`config.mk`:
```
export PLATFORM = sky130hd
export DESIGN_NAME = serial_flash_write_control
export DESIGN_NICKNAME = d
export VERILOG_FILES = /design/src/rtl/flash_ctl_pkg.sv /design/src/rtl/serial_flash_write_control.sv
export SDC_FILE = /design/constraint.sdc
export NUM_CORES = 1
export LEC_CHECK = 0
export ABC_AREA = 0
export BUFFER_PORTS_ARGS = -buffer_cell sky130_fd_sc_hd__buf_2
export CAP_MARGIN = 20
export CORE_MARGIN = 8
export CORE_UTILIZATION = 50
export DETAILED_ROUTE_END_ITERATION = 8
export GPL_ROUTABILITY_DRIVEN = 0
export PLACE_DENSITY = 0.71
export SYNTH_ARGS = -nofsm -noshare
export SYNTH_HDL_FRONTEND = slang
export SYNTH_SLANG_ARGS = --single-unit
```
`constraint.sdc`:
```
create_clock -name clock -period 8 [get_ports clock]
set_input_delay 1.6 -clock clock [delete_from_list [all_inputs] [get_ports clock]]
set_output_delay 1.6 -clock clock [all_outputs]
set_load 0.005 [all_outputs]
```
`src/rtl/flash_ctl_pkg.sv`:
```
package flash_ctl_pkg;

    ////////////////////////////////////////////////////////////////////////////////
    // command opcodes
    localparam logic [7:0] OP_FULL_ERASE_A = 8'hc7;
    localparam logic [7:0] OP_FULL_ERASE_B = 8'h60;
    localparam logic [7:0] OP_LATCH_SET = 8'h06;
    localparam logic [7:0] OP_LATCH_CLEAR = 8'h04;
    localparam logic [7:0] OP_STATUS_READ = 8'h05;
    localparam logic [7:0] OP_STATUS_WRITE = 8'h01;
    localparam logic [7:0] OP_FUNCTION_READ = 8'h48;
    localparam logic [7:0] OP_FUNCTION_WRITE = 8'h42;
    localparam logic [7:0] OP_QUAD_ENTRY = 8'h35;
    localparam logic [7:0] OP_QUAD_EXIT = 8'hf5;
    localparam logic [7:0] OP_PAUSE_A = 8'hb0;
    localparam logic [7:0] OP_PAUSE_B = 8'h75;
    localparam logic [7:0] OP_CONTINUE_A = 8'h30;
    localparam logic [7:0] OP_CONTINUE_B = 8'h7a;
    localparam logic [7:0] OP_PAGE_PROGRAM = 8'h02;
    localparam logic [7:0] OP_SECTOR_ERASE_A = 8'h20;
    localparam logic [7:0] OP_SECTOR_ERASE_B = 8'hd7;
    localparam logic [7:0] OP_BLOCK_ERASE_A = 8'h52;
    localparam logic [7:0] OP_BLOCK_ERASE_B = 8'hd8;

    ////////////////////////////////////////////////////////////////////////////////
    // frame counting
    localparam logic [3:0] BITS_PER_BYTE = 4'h8;
    localparam logic [3:0] SERIAL_STEP = 4'h1;
    localparam logic [3:0] QUAD_STEP = 4'h4;
    localparam logic [3:0] BITS_NONE = 4'h0;
    localparam logic [1:0] BYTES_NONE = 2'h0;
    localparam logic [1:0] BYTES_OPCODE = 2'h1;
    localparam logic [1:0] BYTES_WITH_DATA = 2'h2;
    localparam logic [1:0] BYTES_ADDRESSED = 2'h3;
    localparam logic [3:0] OE_SERIAL_OUT = 4'h2;
    localparam logic [3:0] OE_QUAD_OUT = 4'hf;
    localparam logic [3:0] OE_NONE = 4'h0;

    ////////////////////////////////////////////////////////////////////////////////
    // timing
    localparam int CLOCK_PERIOD_NS = 4;
    localparam int NS_PER_US = 1000;
    localparam int PAUSE_LATENCY_US = 100;
    localparam int PAUSE_LATENCY_CYC = (PAUSE_LATENCY_US * NS_PER_US) / CLOCK_PERIOD_NS;
    localparam logic [31:0] TIMER_LAST = 32'h1;

    ////////////////////////////////////////////////////////////////////////////////
    // register layouts and reset values
    typedef struct packed {
        logic statusLockBit;
        logic quadAllowBit;
        logic [3:0] protectBits;
        logic writeAllowLatch;
        logic busyFlag;
    } status_t;

    typedef struct packed {
        logic [3:0] infoRowLock;
        logic erasePausedFlag;
        logic programPausedFlag;
        logic topBottomSelect;
        logic resetPinEnable;
    } function_t;

    localparam status_t STATUS_RESET = 8'h00;
    localparam function_t FUNCTION_RESET = 8'h00;

    typedef struct packed {
        logic [7:0] opcode;
        logic [7:0] data;
        logic [7:0] shift;
        logic [1:0] bytes;
        logic [3:0] bits;
    } frame_t;

    localparam frame_t FRAME_RESET = 30'h0;

    typedef enum logic [2:0] {
        KIND_NONE,
        KIND_FULL_ERASE,
        KIND_SECTOR_ERASE,
        KIND_BLOCK_ERASE,
        KIND_PAGE_PROGRAM,
        KIND_STATUS_WRITE
    } op_kind_t;

endpackage : flash_ctl_pkg

```
`src/rtl/serial_flash_write_control.sv`:
```
`timescale 1ns/1ps
// Summary of operation
// - full erase opcode C7h or 60h erases the array, only with the latch set.
// - full erase is opcode alone and starts only when chip select rises cleanly.
// - opcode 06h sets the write allow latch.
// - after reset the write allow latch is cleared.
// - every write type command needs the latch set beforehand.
// - the latch clears by itself when a write operation finishes.
// - opcode 04h clears the latch and blocks write commands.
// - while busy only the status read opcode 05h and, during a pausable operation, pause B0h or 75h are served.
// - status write 01h plus one byte stores protect, quad allow and lock bits.
// - function read 48h returns the function byte with pause flags.
// - function write 42h updates reset enable, top bottom and four row locks.
// - opcode 35h switches all later frames to four wire command mode.
// - opcode F5h sent as two nibbles returns the device to serial mode.
// - B0h pauses sector erase, block erase or page program; 30h continues it.
// - program paused shows in function bit 2, erase paused in bit 3.
// - after a pause the device is ready within the pause latency.
// - a pause clears the latch; while paused only reads, continue and quad exit F5h work.
// - pausing an erase sets the erase paused flag; busy until settled.
// - pausing a program sets the program paused flag; busy until settled.
// - continue resumes the operation with its remaining time and clears the matching paused flag.
// - in four wire mode each byte is two nibbles, upper first.
// - busy time before and after a pause adds up to the full time.
// - busy flag reads one while an operation runs, zero when done.
module serial_flash_write_control #(
    parameter int PAUSE_CYC = flash_ctl_pkg::PAUSE_LATENCY_CYC,
    parameter int FULL_ERASE_CYC = 100000,
    parameter int SECTOR_ERASE_CYC = 20000,
    parameter int BLOCK_ERASE_CYC = 50000,
    parameter int PAGE_PROGRAM_CYC = 8000,
    parameter int STATUS_WRITE_CYC = 5000
) (
    // clock and reset
    input wire logic clock,
    input wire logic sys_rst,
    // serial pins
    input wire logic chipSelN,
    input wire logic serialClock,
    input wire logic [3:0] ioIn,
    output logic [3:0] ioOut,
    output logic [3:0] ioOe,
    // internal state
    output flash_ctl_pkg::status_t statusOut,
    output flash_ctl_pkg::function_t functionOut,
    output logic quadModeOut,
    output flash_ctl_pkg::op_kind_t opKindOut,
    output logic opDoneOut
);
    ////////////////////////////////////////////////////////////////////////////////
    // parameter checks
    if (PAUSE_CYC < 1 || FULL_ERASE_CYC < 1 || SECTOR_ERASE_CYC < 1 ||
        BLOCK_ERASE_CYC < 1 || PAGE_PROGRAM_CYC < 1 || STATUS_WRITE_CYC < 1) begin : badParams
        $error("all cycle counts must be at least one");
    end
    typedef enum logic [1:0] {SEQ_IDLE, SEQ_RUN, SEQ_PAUSING, SEQ_PAUSED} seq_state_t;
    function automatic logic isEither(input logic [7:0] op, input logic [7:0] a,
                                      input logic [7:0] b);
        isEither = (op == a) || (op == b);
    endfunction : isEither
    function automatic logic [31:0] durationOf(input flash_ctl_pkg::op_kind_t kind);
        unique case (kind)
            flash_ctl_pkg::KIND_FULL_ERASE: durationOf = 32'(FULL_ERASE_CYC);
            flash_ctl_pkg::KIND_SECTOR_ERASE: durationOf = 32'(SECTOR_ERASE_CYC);
            flash_ctl_pkg::KIND_BLOCK_ERASE: durationOf = 32'(BLOCK_ERASE_CYC);
            flash_ctl_pkg::KIND_PAGE_PROGRAM: durationOf = 32'(PAGE_PROGRAM_CYC);
            flash_ctl_pkg::KIND_STATUS_WRITE: durationOf = 32'(STATUS_WRITE_CYC);
            default: durationOf = flash_ctl_pkg::TIMER_LAST;
        endcase
    endfunction : durationOf
    ////////////////////////////////////////////////////////////////////////////////
    // pin synchronisers
    logic csMeta_r, csSync_r, csPrev_r;
    logic sclkMeta_r, sclkSync_r, sclkPrev_r;
    logic [3:0] ioMeta_r, ioSync_r;
    always_ff @(posedge clock) begin
        if (sys_rst) begin
            csMeta_r <= 1'b1;
            csSync_r <= 1'b1;
            csPrev_r <= 1'b1;
            sclkMeta_r <= 1'b0;
            sclkSync_r <= 1'b0;
            sclkPrev_r <= 1'b0;
            ioMeta_r <= 4'h0;
            ioSync_r <= 4'h0;
        end else begin
            csMeta_r <= chipSelN;
            csSync_r <= csMeta_r;
            csPrev_r <= csSync_r;
            sclkMeta_r <= serialClock;
            sclkSync_r <= sclkMeta_r;
            sclkPrev_r <= sclkSync_r;
            ioMeta_r <= ioIn;
            ioSync_r <= ioMeta_r;
        end
    end
    wire frameOn = ~csSync_r;
    wire frameEnd = csSync_r & ~csPrev_r;
    wire sclkRise = frameOn & sclkSync_r & ~sclkPrev_r;
    wire sclkFall = frameOn & ~sclkSync_r & sclkPrev_r;
    ////////////////////////////////////////////////////////////////////////////////
    // state registers
    seq_state_t state_r, state_nxt;
    flash_ctl_pkg::op_kind_t kind_r, kind_nxt;
    logic [31:0] remain_r, remain_nxt;
    logic [31:0] settle_r, settle_nxt;
    flash_ctl_pkg::status_t status_r, status_nxt;
    flash_ctl_pkg::function_t function_r, function_nxt;
    flash_ctl_pkg::frame_t frame_r, frame_nxt;
    logic quad_r, quad_nxt;
    logic done_r, done_nxt;
    logic [7:0] tx_r, tx_nxt;
    logic [3:0] txBits_r, txBits_nxt;
    logic txOn_r, txOn_nxt;
    logic [3:0] ioOut_r, ioOut_nxt;
    logic [3:0] ioOe_r, ioOe_nxt;
    ////////////////////////////////////////////////////////////////////////////////
    // frame receive
    wire [3:0] rxStep = quad_r ? flash_ctl_pkg::QUAD_STEP : flash_ctl_pkg::SERIAL_STEP;
    // serial msb first, quad upper nibble first
    wire [7:0] rxShift = quad_r ? {frame_r.shift[3:0], ioSync_r} :
                                  {frame_r.shift[6:0], ioSync_r[0]};
    wire [3:0] rxBitsSum = frame_r.bits + rxStep;
    wire byteDone = sclkRise && (rxBitsSum == flash_ctl_pkg::BITS_PER_BYTE);
    wire opcodeDone = byteDone && (frame_r.bytes == flash_ctl_pkg::BYTES_NONE);
    wire dataDone = byteDone && (frame_r.bytes == flash_ctl_pkg::BYTES_OPCODE);
    ////////////////////////////////////////////////////////////////////////////////
    // command decode at frame end; read opcodes 05h and 48h decode when the opcode byte completes
    wire [7:0] op = frame_r.opcode;
    wire aligned = (frame_r.bits == flash_ctl_pkg::BITS_NONE);
    wire opOnly = frameEnd && aligned && (frame_r.bytes == flash_ctl_pkg::BYTES_OPCODE);
    wire withData = frameEnd && aligned && (frame_r.bytes == flash_ctl_pkg::BYTES_WITH_DATA);
    wire addressed = frameEnd && aligned && (frame_r.bytes == flash_ctl_pkg::BYTES_ADDRESSED);
    wire isIdle = (state_r == SEQ_IDLE);
    wire isRun = (state_r == SEQ_RUN);
    wire isPaused = (state_r == SEQ_PAUSED);
    wire latch = status_r.writeAllowLatch;
    wire pausable = kind_r inside {flash_ctl_pkg::KIND_SECTOR_ERASE,
        flash_ctl_pkg::KIND_BLOCK_ERASE, flash_ctl_pkg::KIND_PAGE_PROGRAM};
    wire kindIsProgram = (kind_r == flash_ctl_pkg::KIND_PAGE_PROGRAM);
    wire doLatchSet = opOnly && isIdle && (op == flash_ctl_pkg::OP_LATCH_SET);
    wire doLatchClear = opOnly && isIdle && (op == flash_ctl_pkg::OP_LATCH_CLEAR);
    wire doFullErase = opOnly && isIdle && latch &&
        isEither(op, flash_ctl_pkg::OP_FULL_ERASE_A, flash_ctl_pkg::OP_FULL_ERASE_B);
    wire doSectorErase = addressed && isIdle && latch &&
        isEither(op, flash_ctl_pkg::OP_SECTOR_ERASE_A, flash_ctl_pkg::OP_SECTOR_ERASE_B);
    wire doBlockErase = addressed && isIdle && latch &&
        isEither(op, flash_ctl_pkg::OP_BLOCK_ERASE_A, flash_ctl_pkg::OP_BLOCK_ERASE_B);
    wire doPageProgram = addressed && isIdle && latch &&
        (op == flash_ctl_pkg::OP_PAGE_PROGRAM);
    wire doStatusWrite = withData && isIdle && latch &&
        (op == flash_ctl_pkg::OP_STATUS_WRITE);
    wire doFunctionWrite = withData && isIdle && latch &&
        (op == flash_ctl_pkg::OP_FUNCTION_WRITE);
    wire doQuadEntry = opOnly && isIdle && !quad_r && (op == flash_ctl_pkg::OP_QUAD_ENTRY);
    wire doQuadExit = opOnly && (isIdle || isPaused) && quad_r &&
        (op == flash_ctl_pkg::OP_QUAD_EXIT);
    wire doPause = opOnly && isRun && pausable &&
        isEither(op, flash_ctl_pkg::OP_PAUSE_A, flash_ctl_pkg::OP_PAUSE_B);
    wire doContinue = opOnly && isPaused &&
        isEither(op, flash_ctl_pkg::OP_CONTINUE_A, flash_ctl_pkg::OP_CONTINUE_B);
    wire startAny = doFullErase || doSectorErase || doBlockErase || doPageProgram ||
                    doStatusWrite;
    wire finishing = isRun && !doPause && (remain_r == flash_ctl_pkg::TIMER_LAST);
    wire busyNow = (state_r == SEQ_RUN) || (state_r == SEQ_PAUSING);
    wire loadStatus = opcodeDone && (rxShift == flash_ctl_pkg::OP_STATUS_READ);
    wire loadFunction = opcodeDone && !busyNow && (rxShift == flash_ctl_pkg::OP_FUNCTION_READ);
    ////////////////////////////////////////////////////////////////////////////////
    // next state
    always_comb begin
        state_nxt = state_r;
        kind_nxt = kind_r;
        remain_nxt = remain_r;
        settle_nxt = settle_r;
        done_nxt = 1'b0;
        unique case (state_r)
            SEQ_IDLE: begin
                if (startAny) begin
                    state_nxt = SEQ_RUN;
                    kind_nxt = doFullErase ? flash_ctl_pkg::KIND_FULL_ERASE :
                               doSectorErase ? flash_ctl_pkg::KIND_SECTOR_ERASE :
                               doBlockErase ? flash_ctl_pkg::KIND_BLOCK_ERASE :
                               doPageProgram ? flash_ctl_pkg::KIND_PAGE_PROGRAM :
                               flash_ctl_pkg::KIND_STATUS_WRITE;
                    remain_nxt = durationOf(kind_nxt);
                end
            end
            SEQ_RUN: begin
                if (doPause) begin
                    state_nxt = SEQ_PAUSING;
                    settle_nxt = 32'(PAUSE_CYC);
                end else if (finishing) begin
                    state_nxt = SEQ_IDLE;
                    kind_nxt = flash_ctl_pkg::KIND_NONE;
                    done_nxt = 1'b1;
                end else begin
                    remain_nxt = remain_r - flash_ctl_pkg::TIMER_LAST;
                end
            end
            SEQ_PAUSING: begin
                if (settle_r == flash_ctl_pkg::TIMER_LAST) begin
                    state_nxt = SEQ_PAUSED;
                end else begin
                    settle_nxt = settle_r - flash_ctl_pkg::TIMER_LAST;
                end
            end
            SEQ_PAUSED: begin
                if (doContinue) begin
                    state_nxt = SEQ_RUN;
                end
            end
        endcase
    end
    ////////////////////////////////////////////////////////////////////////////////
    // registers seen by the host
    always_comb begin
        status_nxt = status_r;
        function_nxt = function_r;
        status_nxt.busyFlag = (state_nxt == SEQ_RUN) || (state_nxt == SEQ_PAUSING);
        if (doLatchSet) begin
            status_nxt.writeAllowLatch = 1'b1;
        end else if (doLatchClear || finishing || doPause || doFunctionWrite) begin
            // latch clear on finish, clear command, pause or function write
            status_nxt.writeAllowLatch = 1'b0;
        end
        if (doStatusWrite) begin
            status_nxt.statusLockBit = frame_r.data[7];
            status_nxt.quadAllowBit = frame_r.data[6];
            status_nxt.protectBits = frame_r.data[5:2];
        end
        if (doFunctionWrite) begin
            function_nxt.infoRowLock = frame_r.data[7:4];
            function_nxt.topBottomSelect = frame_r.data[1];
            function_nxt.resetPinEnable = frame_r.data[0];
        end
        if (doPause) begin
            function_nxt.programPausedFlag = kindIsProgram;
            function_nxt.erasePausedFlag = !kindIsProgram;
        end else if (doContinue) begin
            function_nxt.programPausedFlag = 1'b0;
            function_nxt.erasePausedFlag = 1'b0;
        end
        quad_nxt = doQuadEntry || (quad_r && !doQuadExit);
    end
    ////////////////////////////////////////////////////////////////////////////////
    // frame shifter and read answers
    always_comb begin
        frame_nxt = frame_r;
        tx_nxt = tx_r;
        txBits_nxt = txBits_r;
        txOn_nxt = txOn_r;
        ioOut_nxt = ioOut_r;
        ioOe_nxt = ioOe_r;
        if (!frameOn) begin
            frame_nxt.bits = flash_ctl_pkg::BITS_NONE;
            frame_nxt.bytes = flash_ctl_pkg::BYTES_NONE;
            txOn_nxt = 1'b0;
            ioOe_nxt = flash_ctl_pkg::OE_NONE;
        end else if (sclkRise) begin
            frame_nxt.shift = rxShift;
            frame_nxt.bits = byteDone ? flash_ctl_pkg::BITS_NONE : rxBitsSum;
            if (opcodeDone) begin
                frame_nxt.opcode = rxShift;
            end
            if (dataDone) begin
                frame_nxt.data = rxShift;
            end
            if (byteDone && frame_r.bytes != flash_ctl_pkg::BYTES_ADDRESSED) begin
                frame_nxt.bytes = frame_r.bytes + flash_ctl_pkg::BYTES_OPCODE;
            end
            if (loadStatus || loadFunction) begin
                txOn_nxt = 1'b1;
                tx_nxt = loadStatus ? status_r : function_r;
                txBits_nxt = flash_ctl_pkg::BITS_NONE;
            end
        end else if (sclkFall && txOn_r) begin
            if (quad_r) begin
                ioOut_nxt = tx_r[7:4];
                ioOe_nxt = flash_ctl_pkg::OE_QUAD_OUT;
                tx_nxt = {tx_r[3:0], 4'h0};
            end else begin
                ioOut_nxt = {2'h0, tx_r[7], 1'h0};
                ioOe_nxt = flash_ctl_pkg::OE_SERIAL_OUT;
                tx_nxt = {tx_r[6:0], 1'b0};
            end
            txBits_nxt = txBits_r + rxStep;
            if (txBits_nxt == flash_ctl_pkg::BITS_PER_BYTE) begin
                // repeat live register while clocks continue
                txBits_nxt = flash_ctl_pkg::BITS_NONE;
                tx_nxt = (frame_r.opcode == flash_ctl_pkg::OP_STATUS_READ) ? status_r :
                                                                             function_r;
            end
        end
    end
    ////////////////////////////////////////////////////////////////////////////////
    // flip-flops
    always_ff @(posedge clock) begin
        if (sys_rst) begin
            state_r <= SEQ_IDLE;
            kind_r <= flash_ctl_pkg::KIND_NONE;
            remain_r <= flash_ctl_pkg::TIMER_LAST;
            settle_r <= flash_ctl_pkg::TIMER_LAST;
            done_r <= 1'b0;
        end else begin
            state_r <= state_nxt;
            kind_r <= kind_nxt;
            remain_r <= remain_nxt;
            settle_r <= settle_nxt;
            done_r <= done_nxt;
        end
    end
    always_ff @(posedge clock) begin
        if (sys_rst) begin
            // latch cleared, serial mode after reset
            status_r <= flash_ctl_pkg::STATUS_RESET;
            function_r <= flash_ctl_pkg::FUNCTION_RESET;
            quad_r <= 1'b0;
        end else begin
            status_r <= status_nxt;
            function_r <= function_nxt;
            quad_r <= quad_nxt;
        end
    end
    always_ff @(posedge clock) begin
        if (sys_rst) begin
            frame_r <= flash_ctl_pkg::FRAME_RESET;
            tx_r <= 8'h00;
            txBits_r <= flash_ctl_pkg::BITS_NONE;
            txOn_r <= 1'b0;
            ioOut_r <= 4'h0;
            ioOe_r <= flash_ctl_pkg::OE_NONE;
        end else begin
            frame_r <= frame_nxt;
            tx_r <= tx_nxt;
            txBits_r <= txBits_nxt;
            txOn_r <= txOn_nxt;
            ioOut_r <= ioOut_nxt;
            ioOe_r <= ioOe_nxt;
        end
    end
    ////////////////////////////////////////////////////////////////////////////////
    // outputs
    assign ioOut = ioOut_r;
    assign ioOe = ioOe_r;
    assign statusOut = status_r;
    assign functionOut = function_r;
    assign quadModeOut = quad_r;
    assign opKindOut = kind_r;
    assign opDoneOut = done_r;
endmodule : serial_flash_write_control

```
==> impl_metrics.tcl, run 1 <==
set metrics [dict create \
    wirelength_um 18000 \
    layout_commonest_cell "dfxtp_1" \
    synth_area_leaders "dfxtp_1, nor2_1, mux2i_1" \
    wl_per_cell_um 15.81 \
    cp.required_ns 8.34 \
    maxCapViolations 0 \
    syn-instance-count 935 \
    yosysWarnings 0 \
    rows 45 \
    grt_pass1_vias 6185 \
    grt_pass1_wl_um 30710 \
    r2r_slack_ns 3.43 \
    numCtsBuffers 17 \
    synth_area_leader_cell "dfxtp_1" \
    grt_max_degree 98 \
    clk_pin_slew_ns 0.06 \
    slew_headroom_pct 31.37 \
    design.core.area_mm2 0.01509 \
    reg2reg_from "quadModeOut" \
    cts_root_buf "clkbuf_16" \
    route.vias.total 6620 \
    htree_levels 4 \
    design_area_mm2 0.008463 \
    setup_viol 0 \
    irDropWorstVdd_uv 150.7 \
    n_antenna_cell 0 \
    synth_top_area_share_pct 39.01 \
    clock_skew_ns 0.01129 \
    reg2reg_depth 11 \
    ctsResizeCount 0 \
    clock-sinks 149 \
    die-area_mm2 0.01950 \
    postCtsHoldBufs 0 \
    synthArstFlopShare_pct 0 \
    synthesis.nets 963 \
    cts_buffer_depth 2 \
    power_leakage_nw 3.232 \
    io_pins 37 \
    ys_ff_latch 149 \
    grt_antenna_before_repair 0 \
    initial_utilization_pct 50.67 \
    hold_class "reg2reg" \
    cts_tree "done" \
    drive_gt1_share_pct 10.09 \
    end_kind "flip-flop" \
    drcViolationCount 0 \
    worst-setup-path-type "reg2reg" \
    portBuffers 36 \
    crit_fanout 23 \
    rsz0062_at_grt "false" \
    hold_viol 0 \
    worstSetupStartpointType "flip-flop" \
    track_usage_pct 18.80 \
    dr.first_iter.drc_count 414 \
    place_area_mm2 0.007875 \
    die_w_um 139.7 \
    synth_edf_count 0 \
    synthFlopType "dfxtp_1" \
    die_y_um 139.7 \
    finalCriticalPeriod_ns 4.575 \
    p_per_area_mw_per_mm2 203.0 \
    final_cell_mix "dfxtp_1, nor2_1, nand2_1" \
    syn_area_mm2 0.007646 \
    max_freq_mhz 218.6 \
    final_nets 967 \
    drt_pass1_iterations 5 \
    post_cts_buffers 0 \
    reg2reg_to "txBits_r[3]" \
    tns_ns 0 \
    syn2layout_area_growth_pct 10.69 \
    worst_pin_slew_ns 1.030 \
    synth.distinct_cells 65 \
    hpwlAfterDp_um 12380 \
    finalMaxSlewViolations 0 \
    fin_crit_sh_pct 57.18 \
    hp-start "csMeta_r" \
    holdPathEnd "csSync_r" \
    outcome "finished, final reports clean" \
    postRouteAntennaNets 0 \
    yosysSeqAreaShare_pct 39.01 \
    min_delay_path_depth 1 \
    grt_overflow 0 \
    arrival_ns 4.92 \
    clk_latency_ns 0.43 \
    synth_area_per_cell_um2 8.178 \
    routed_via_density 5.812 \
]
## where the power goes
part	internal (mW)	leakage (nW)	total, mW	switching (mW)
clock	0.469	0.268	0.790	0.320
sequential	0.757	1.20	0.773	0.0159
combinational	0.0527	1.76	0.155	0.102
total	1.28	3.23	1.72	0.438
## routing by layer
layer,part of all wire (%),up-vias,GRT usage [%]
met1,48,3108,24.35
met3,4.3,23,4.378
met2,46,134,30.30
met4,1.5,0,6.114
li1,-,3355,-
met5,0,-,0
## cell type report
cell class / count / area, um2
Fill cell: 1396 / 6626
Multi-Input combinational cell: 705 / 4332
Sequential cell: 149 / 2983
Clock buffer: 18 / 439.2
Timing Repair Buffer: 44 / 242.7
Tap cell: 188 / 235.2
Clock inverter: 13 / 148.9
Inverter: 22 / 82.58
## cell families after synthesis
family | after synthesis | synth area share (%)
AO/OA/AOI/OAI | 152 | 12.91
buffers and inverters | 81 | 4.451
multiplexers | 42 | 5.515
AND/OR/NAND/NOR | 444 | 29.46
adder cells (fa/ha/maj) | 20 | 3.273
flip-flops | 149 | 39.01
XOR/XNOR | 47 | 5.384
## flip-flops by register name, summed over array words and instances, names as in the netlist, 2 cells and up
name / count
functionOut: 8
tx_r: 8
op: 8
remain_r: 32
frame_r: 21
statusOut: 7
txBits_r: 4
ioOut: 4
ioSync_r: 4
ioOe: 2
opKindOut: 3
ioMeta_r: 4
state_r: 2
settle_r: 32
## worst max-delay path by stage
stage / to / depth (start not counted) / start / slack, ns
after floorplan: tx_r[1] / 11 / quadModeOut / 4.88
after global placement: txBits_r[3] / 11 / quadModeOut / 3.59
after detailed placement: txBits_r[3] / 11 / quadModeOut / 3.50
after CTS: txBits_r[3] / 11 / quadModeOut / 3.48
after global routing: txBits_r[3] / 11 / quadModeOut / 3.04
final: txBits_r[3] / 11 / quadModeOut / 3.43
## cell usage after synthesis, types with 8 or more instances
library cell / instances
nor4_1: 26
a211oi_1: 11
nand2_1: 71
or4_1: 12
or3_1: 13
nand3_1: 42
a21oi_1: 64
buf_2: 8
nand2b_1: 12
xor2_1: 33
xnor2_1: 14
ha_1: 20
nor2_1: 141
dfxtp_1: 149
o21ai_0: 11
mux2i_1: 41
a311oi_1: 8
nor2b_1: 19
nand4_1: 18
nor3_1: 42
a211o_1: 10
inv_1: 21
clkbuf_1: 44
## critical path, stage by stage (launching register included)
cell and delay [ns]:
dfxtp_1 0.98, inv_1 0.35, ha_1 0.32, ha_1 0.19, xor2_1 0.18, nor3_1 0.29, nand4_1 0.61, nor4_1 0.62
nor2_1 0.07, buf_4 0.22, or4b_1 0.51, a21oi_1 0.15
## metrics by stage
stage	worst slack [ns]	cells	utilization (%)	total power [mW]	hold WS (ns)
6_report	3.425	1139	56.09	1.718	0.4193
5_1_grt	3.039	1139	56.09	1.792	0.4284
2_1_floorplan	4.883	935	-	0.9050	0.3895
3_5_place_dp	3.495	1108	52.19	0.9414	0.4049
4_1_cts	3.485	1139	56.09	1.735	0.4175
3_3_place_gp	3.587	1108	52.19	0.9412	0.3999
No activity file was read; power rests on OpenSTA's default activity.
==> run 2: changes to the inputs <==
clock period = 4.7 ns   (was 8 ns; I/O delays follow)
==> run 2 against run 1 <==
Effect of this change: sequential power increased by 71%; power increased by 63%; wire length increased by 2.1%; global-route usage increased by 0.56 points; clock skew decreased by 0.0043 ns; sequential cell count unchanged; worst setup slack got worse by 2.3 ns; worst hold slack got worse by 0.017 ns; non-clock buffer count increased by 4; die area unchanged; critical endpoint is now remain_r[13]; clock power increased by 54%; largest cell class unchanged; fmax increased by 27%.
==> impl_metrics.tcl, run 2 (synthesized netlist as in run 1, its figures left out) <==
set metrics [dict create \
    outcome "finished, final reports clean" \
    place_inst 1112 \
    wirelength_um 18380 \
    finalMaxSlewViolations 0 \
    grt_overflow 0 \
    postRouteAntennaNets 0 \
    initial_utilization_pct 50.67 \
    cts_tree "done" \
    crit_fanout 20 \
    io_pins 37 \
    holdWs_ns 0.4024 \
    worst-setup-path-type "reg2reg" \
    numCtsBuffers 17 \
    end_kind "flip-flop" \
    hpwlAfterDp_um 12780 \
    dr.first_iter.drc_count 480 \
    grt_max_degree 71 \
    final_nets 971 \
    cts_root_buf "clkbuf_16" \
    clock_skew_ns 0.006963 \
    clk_pin_slew_ns 0.06 \
    syn2layout_area_growth_pct 10.33 \
    die_y_um 139.7 \
    post_cts_buffers 0 \
    p_comb_share_pct 9.6 \
    drcViolationCount 0 \
    ctsResizeCount 0 \
    reg_top3 "remain_r: 32 flops, settle_r: 32 flops, frame_r: 21 flops" \
    final_cell_mix "dfxtp_1, nor2_1, nand2_1" \
    worstSetupStartpointType "flip-flop" \
    clock-sinks 149 \
    finalCriticalPeriod_ns 3.591 \
    rsz0062_at_grt "false" \
    design.core.area_mm2 0.01509 \
    p_switching_uw 739.5 \
    hold_viol 0 \
    route.vias.total 6737 \
    worst_pin_slew_ns 0.8992 \
    grt_pass1_vias 6370 \
    rows 45 \
    cp.required_ns 5.04 \
    die_w_um 139.7 \
    track_usage_pct 19.36 \
    power_leakage_nw 3.221 \
    filler_cell_count 1402 \
    grt_antenna_before_repair 0 \
    drt_pass1_iterations 5 \
    setup_viol 0 \
    wl_per_cell_um 16.06 \
    fin_crit_sh_pct 76.40 \
    fin_cells 1144 \
    clk_latency_ns 0.42 \
    arrival_ns 3.93 \
    die-area_mm2 0.01950 \
    layout_commonest_cell "dfxtp_1" \
    tns_ns 0 \
    routed_via_density 5.889 \
    slew_headroom_pct 39.59 \
    irDropWorstVdd_uv 257.9 \
    postCtsHoldBufs 0 \
    p_clk_share_pct 43.5 \
    htree_levels 4 \
    p_per_area_mw_per_mm2 332.8 \
    cts_buffer_depth 2 \
    grt_pass1_wl_um 31590 \
    drive_gt1_share_pct 10.25 \
    pwr-share-seq_pct 46.9 \
    max_freq_mhz 278.5 \
    p_sw_share_pct 26.34 \
    maxCapViolations 0 \
    n_antenna_cell 0 \
    portBuffers 36 \
    p_int_mw 2.068 \
    hold_class "reg2reg" \
]
[run 2: cell count changes in the layout (fill, tap and decap cells not counted), sizes merged]
| cell | change |
|---|---|
| inv | -3 |
| clkbuf | +3 |
| clkinvlp | +1 |
| clkinv | +2 |
| buf | +4 |
| bufinv | -2 |
[run 2: power by group through the flow]
| stage | registers, mW | logic, mW | clock network [mW] |
|---|---|---|---|
| after global placement | 1.34 | 0.262 | 0 |
| final | 1.32 | 0.269 | 1.22 |
| after global routing | 1.32 | 0.301 | 1.29 |
| after detailed placement | 1.34 | 0.262 | 0 |
| after CTS | 1.32 | 0.265 | 1.24 |
| after floorplan | 1.33 | 0.206 | 0 |
[run 2: critical path: stages, from the launching register on]
cell,delay (ns)
dfxtp_1,0.35
inv_1,0.16
ha_1,0.28
nand2_1,0.17
nor4_2,0.63
a32oi_1,0.22
nand4_2,0.39
nand3_1,0.39
buf_4,0.30
or4_1,0.47
a21oi_1,0.15
[run 2: metrics by stage]
step                area [um2]  setup slack, ns  utilization (%)  power, mW
floorplan                 7646            1.583                -      1.540
global placement          7905            1.250            52.39      1.605
detailed placement        7905            1.193            52.39      1.606
CTS                       8436            1.137            55.90      2.822
global route              8436           0.8156            55.90      2.914
finish                    8436            1.109            55.90      2.807
[run 2: final timing paths]
kind	from	endpoint	slack [ns]	cells after the start
worst max-delay path	state_r[1]	remain_r[13]	1.11	10
worst min-delay path	csMeta_r	csSync_r	0.40	1
worst max register to register	state_r[1]	remain_r[13]	1.11	10
worst min register to register	csMeta_r	csSync_r	0.40	1
[run 2: per-layer routing]
layer,routed length [um],vias to the layer above,track usage (%)
li1,-,3364,-
met1,8717,3181,25.11
met2,8465,167,31.41
met3,919,25,4.001
met4,274,0,6.571
met5,0,-,0
[run 2: final cells by class]
cell class	count	area, um2	share of cell area (%)
inverters	22	82.58	0.9789
flip-flops and latches	149	2983	35.36
well taps	188	235.2	2.788
repair buffers	48	272.8	3.233
multi-input cells	705	4332	51.35
clock inverters	11	80.08	0.9493
clock buffers	21	450.4	5.340
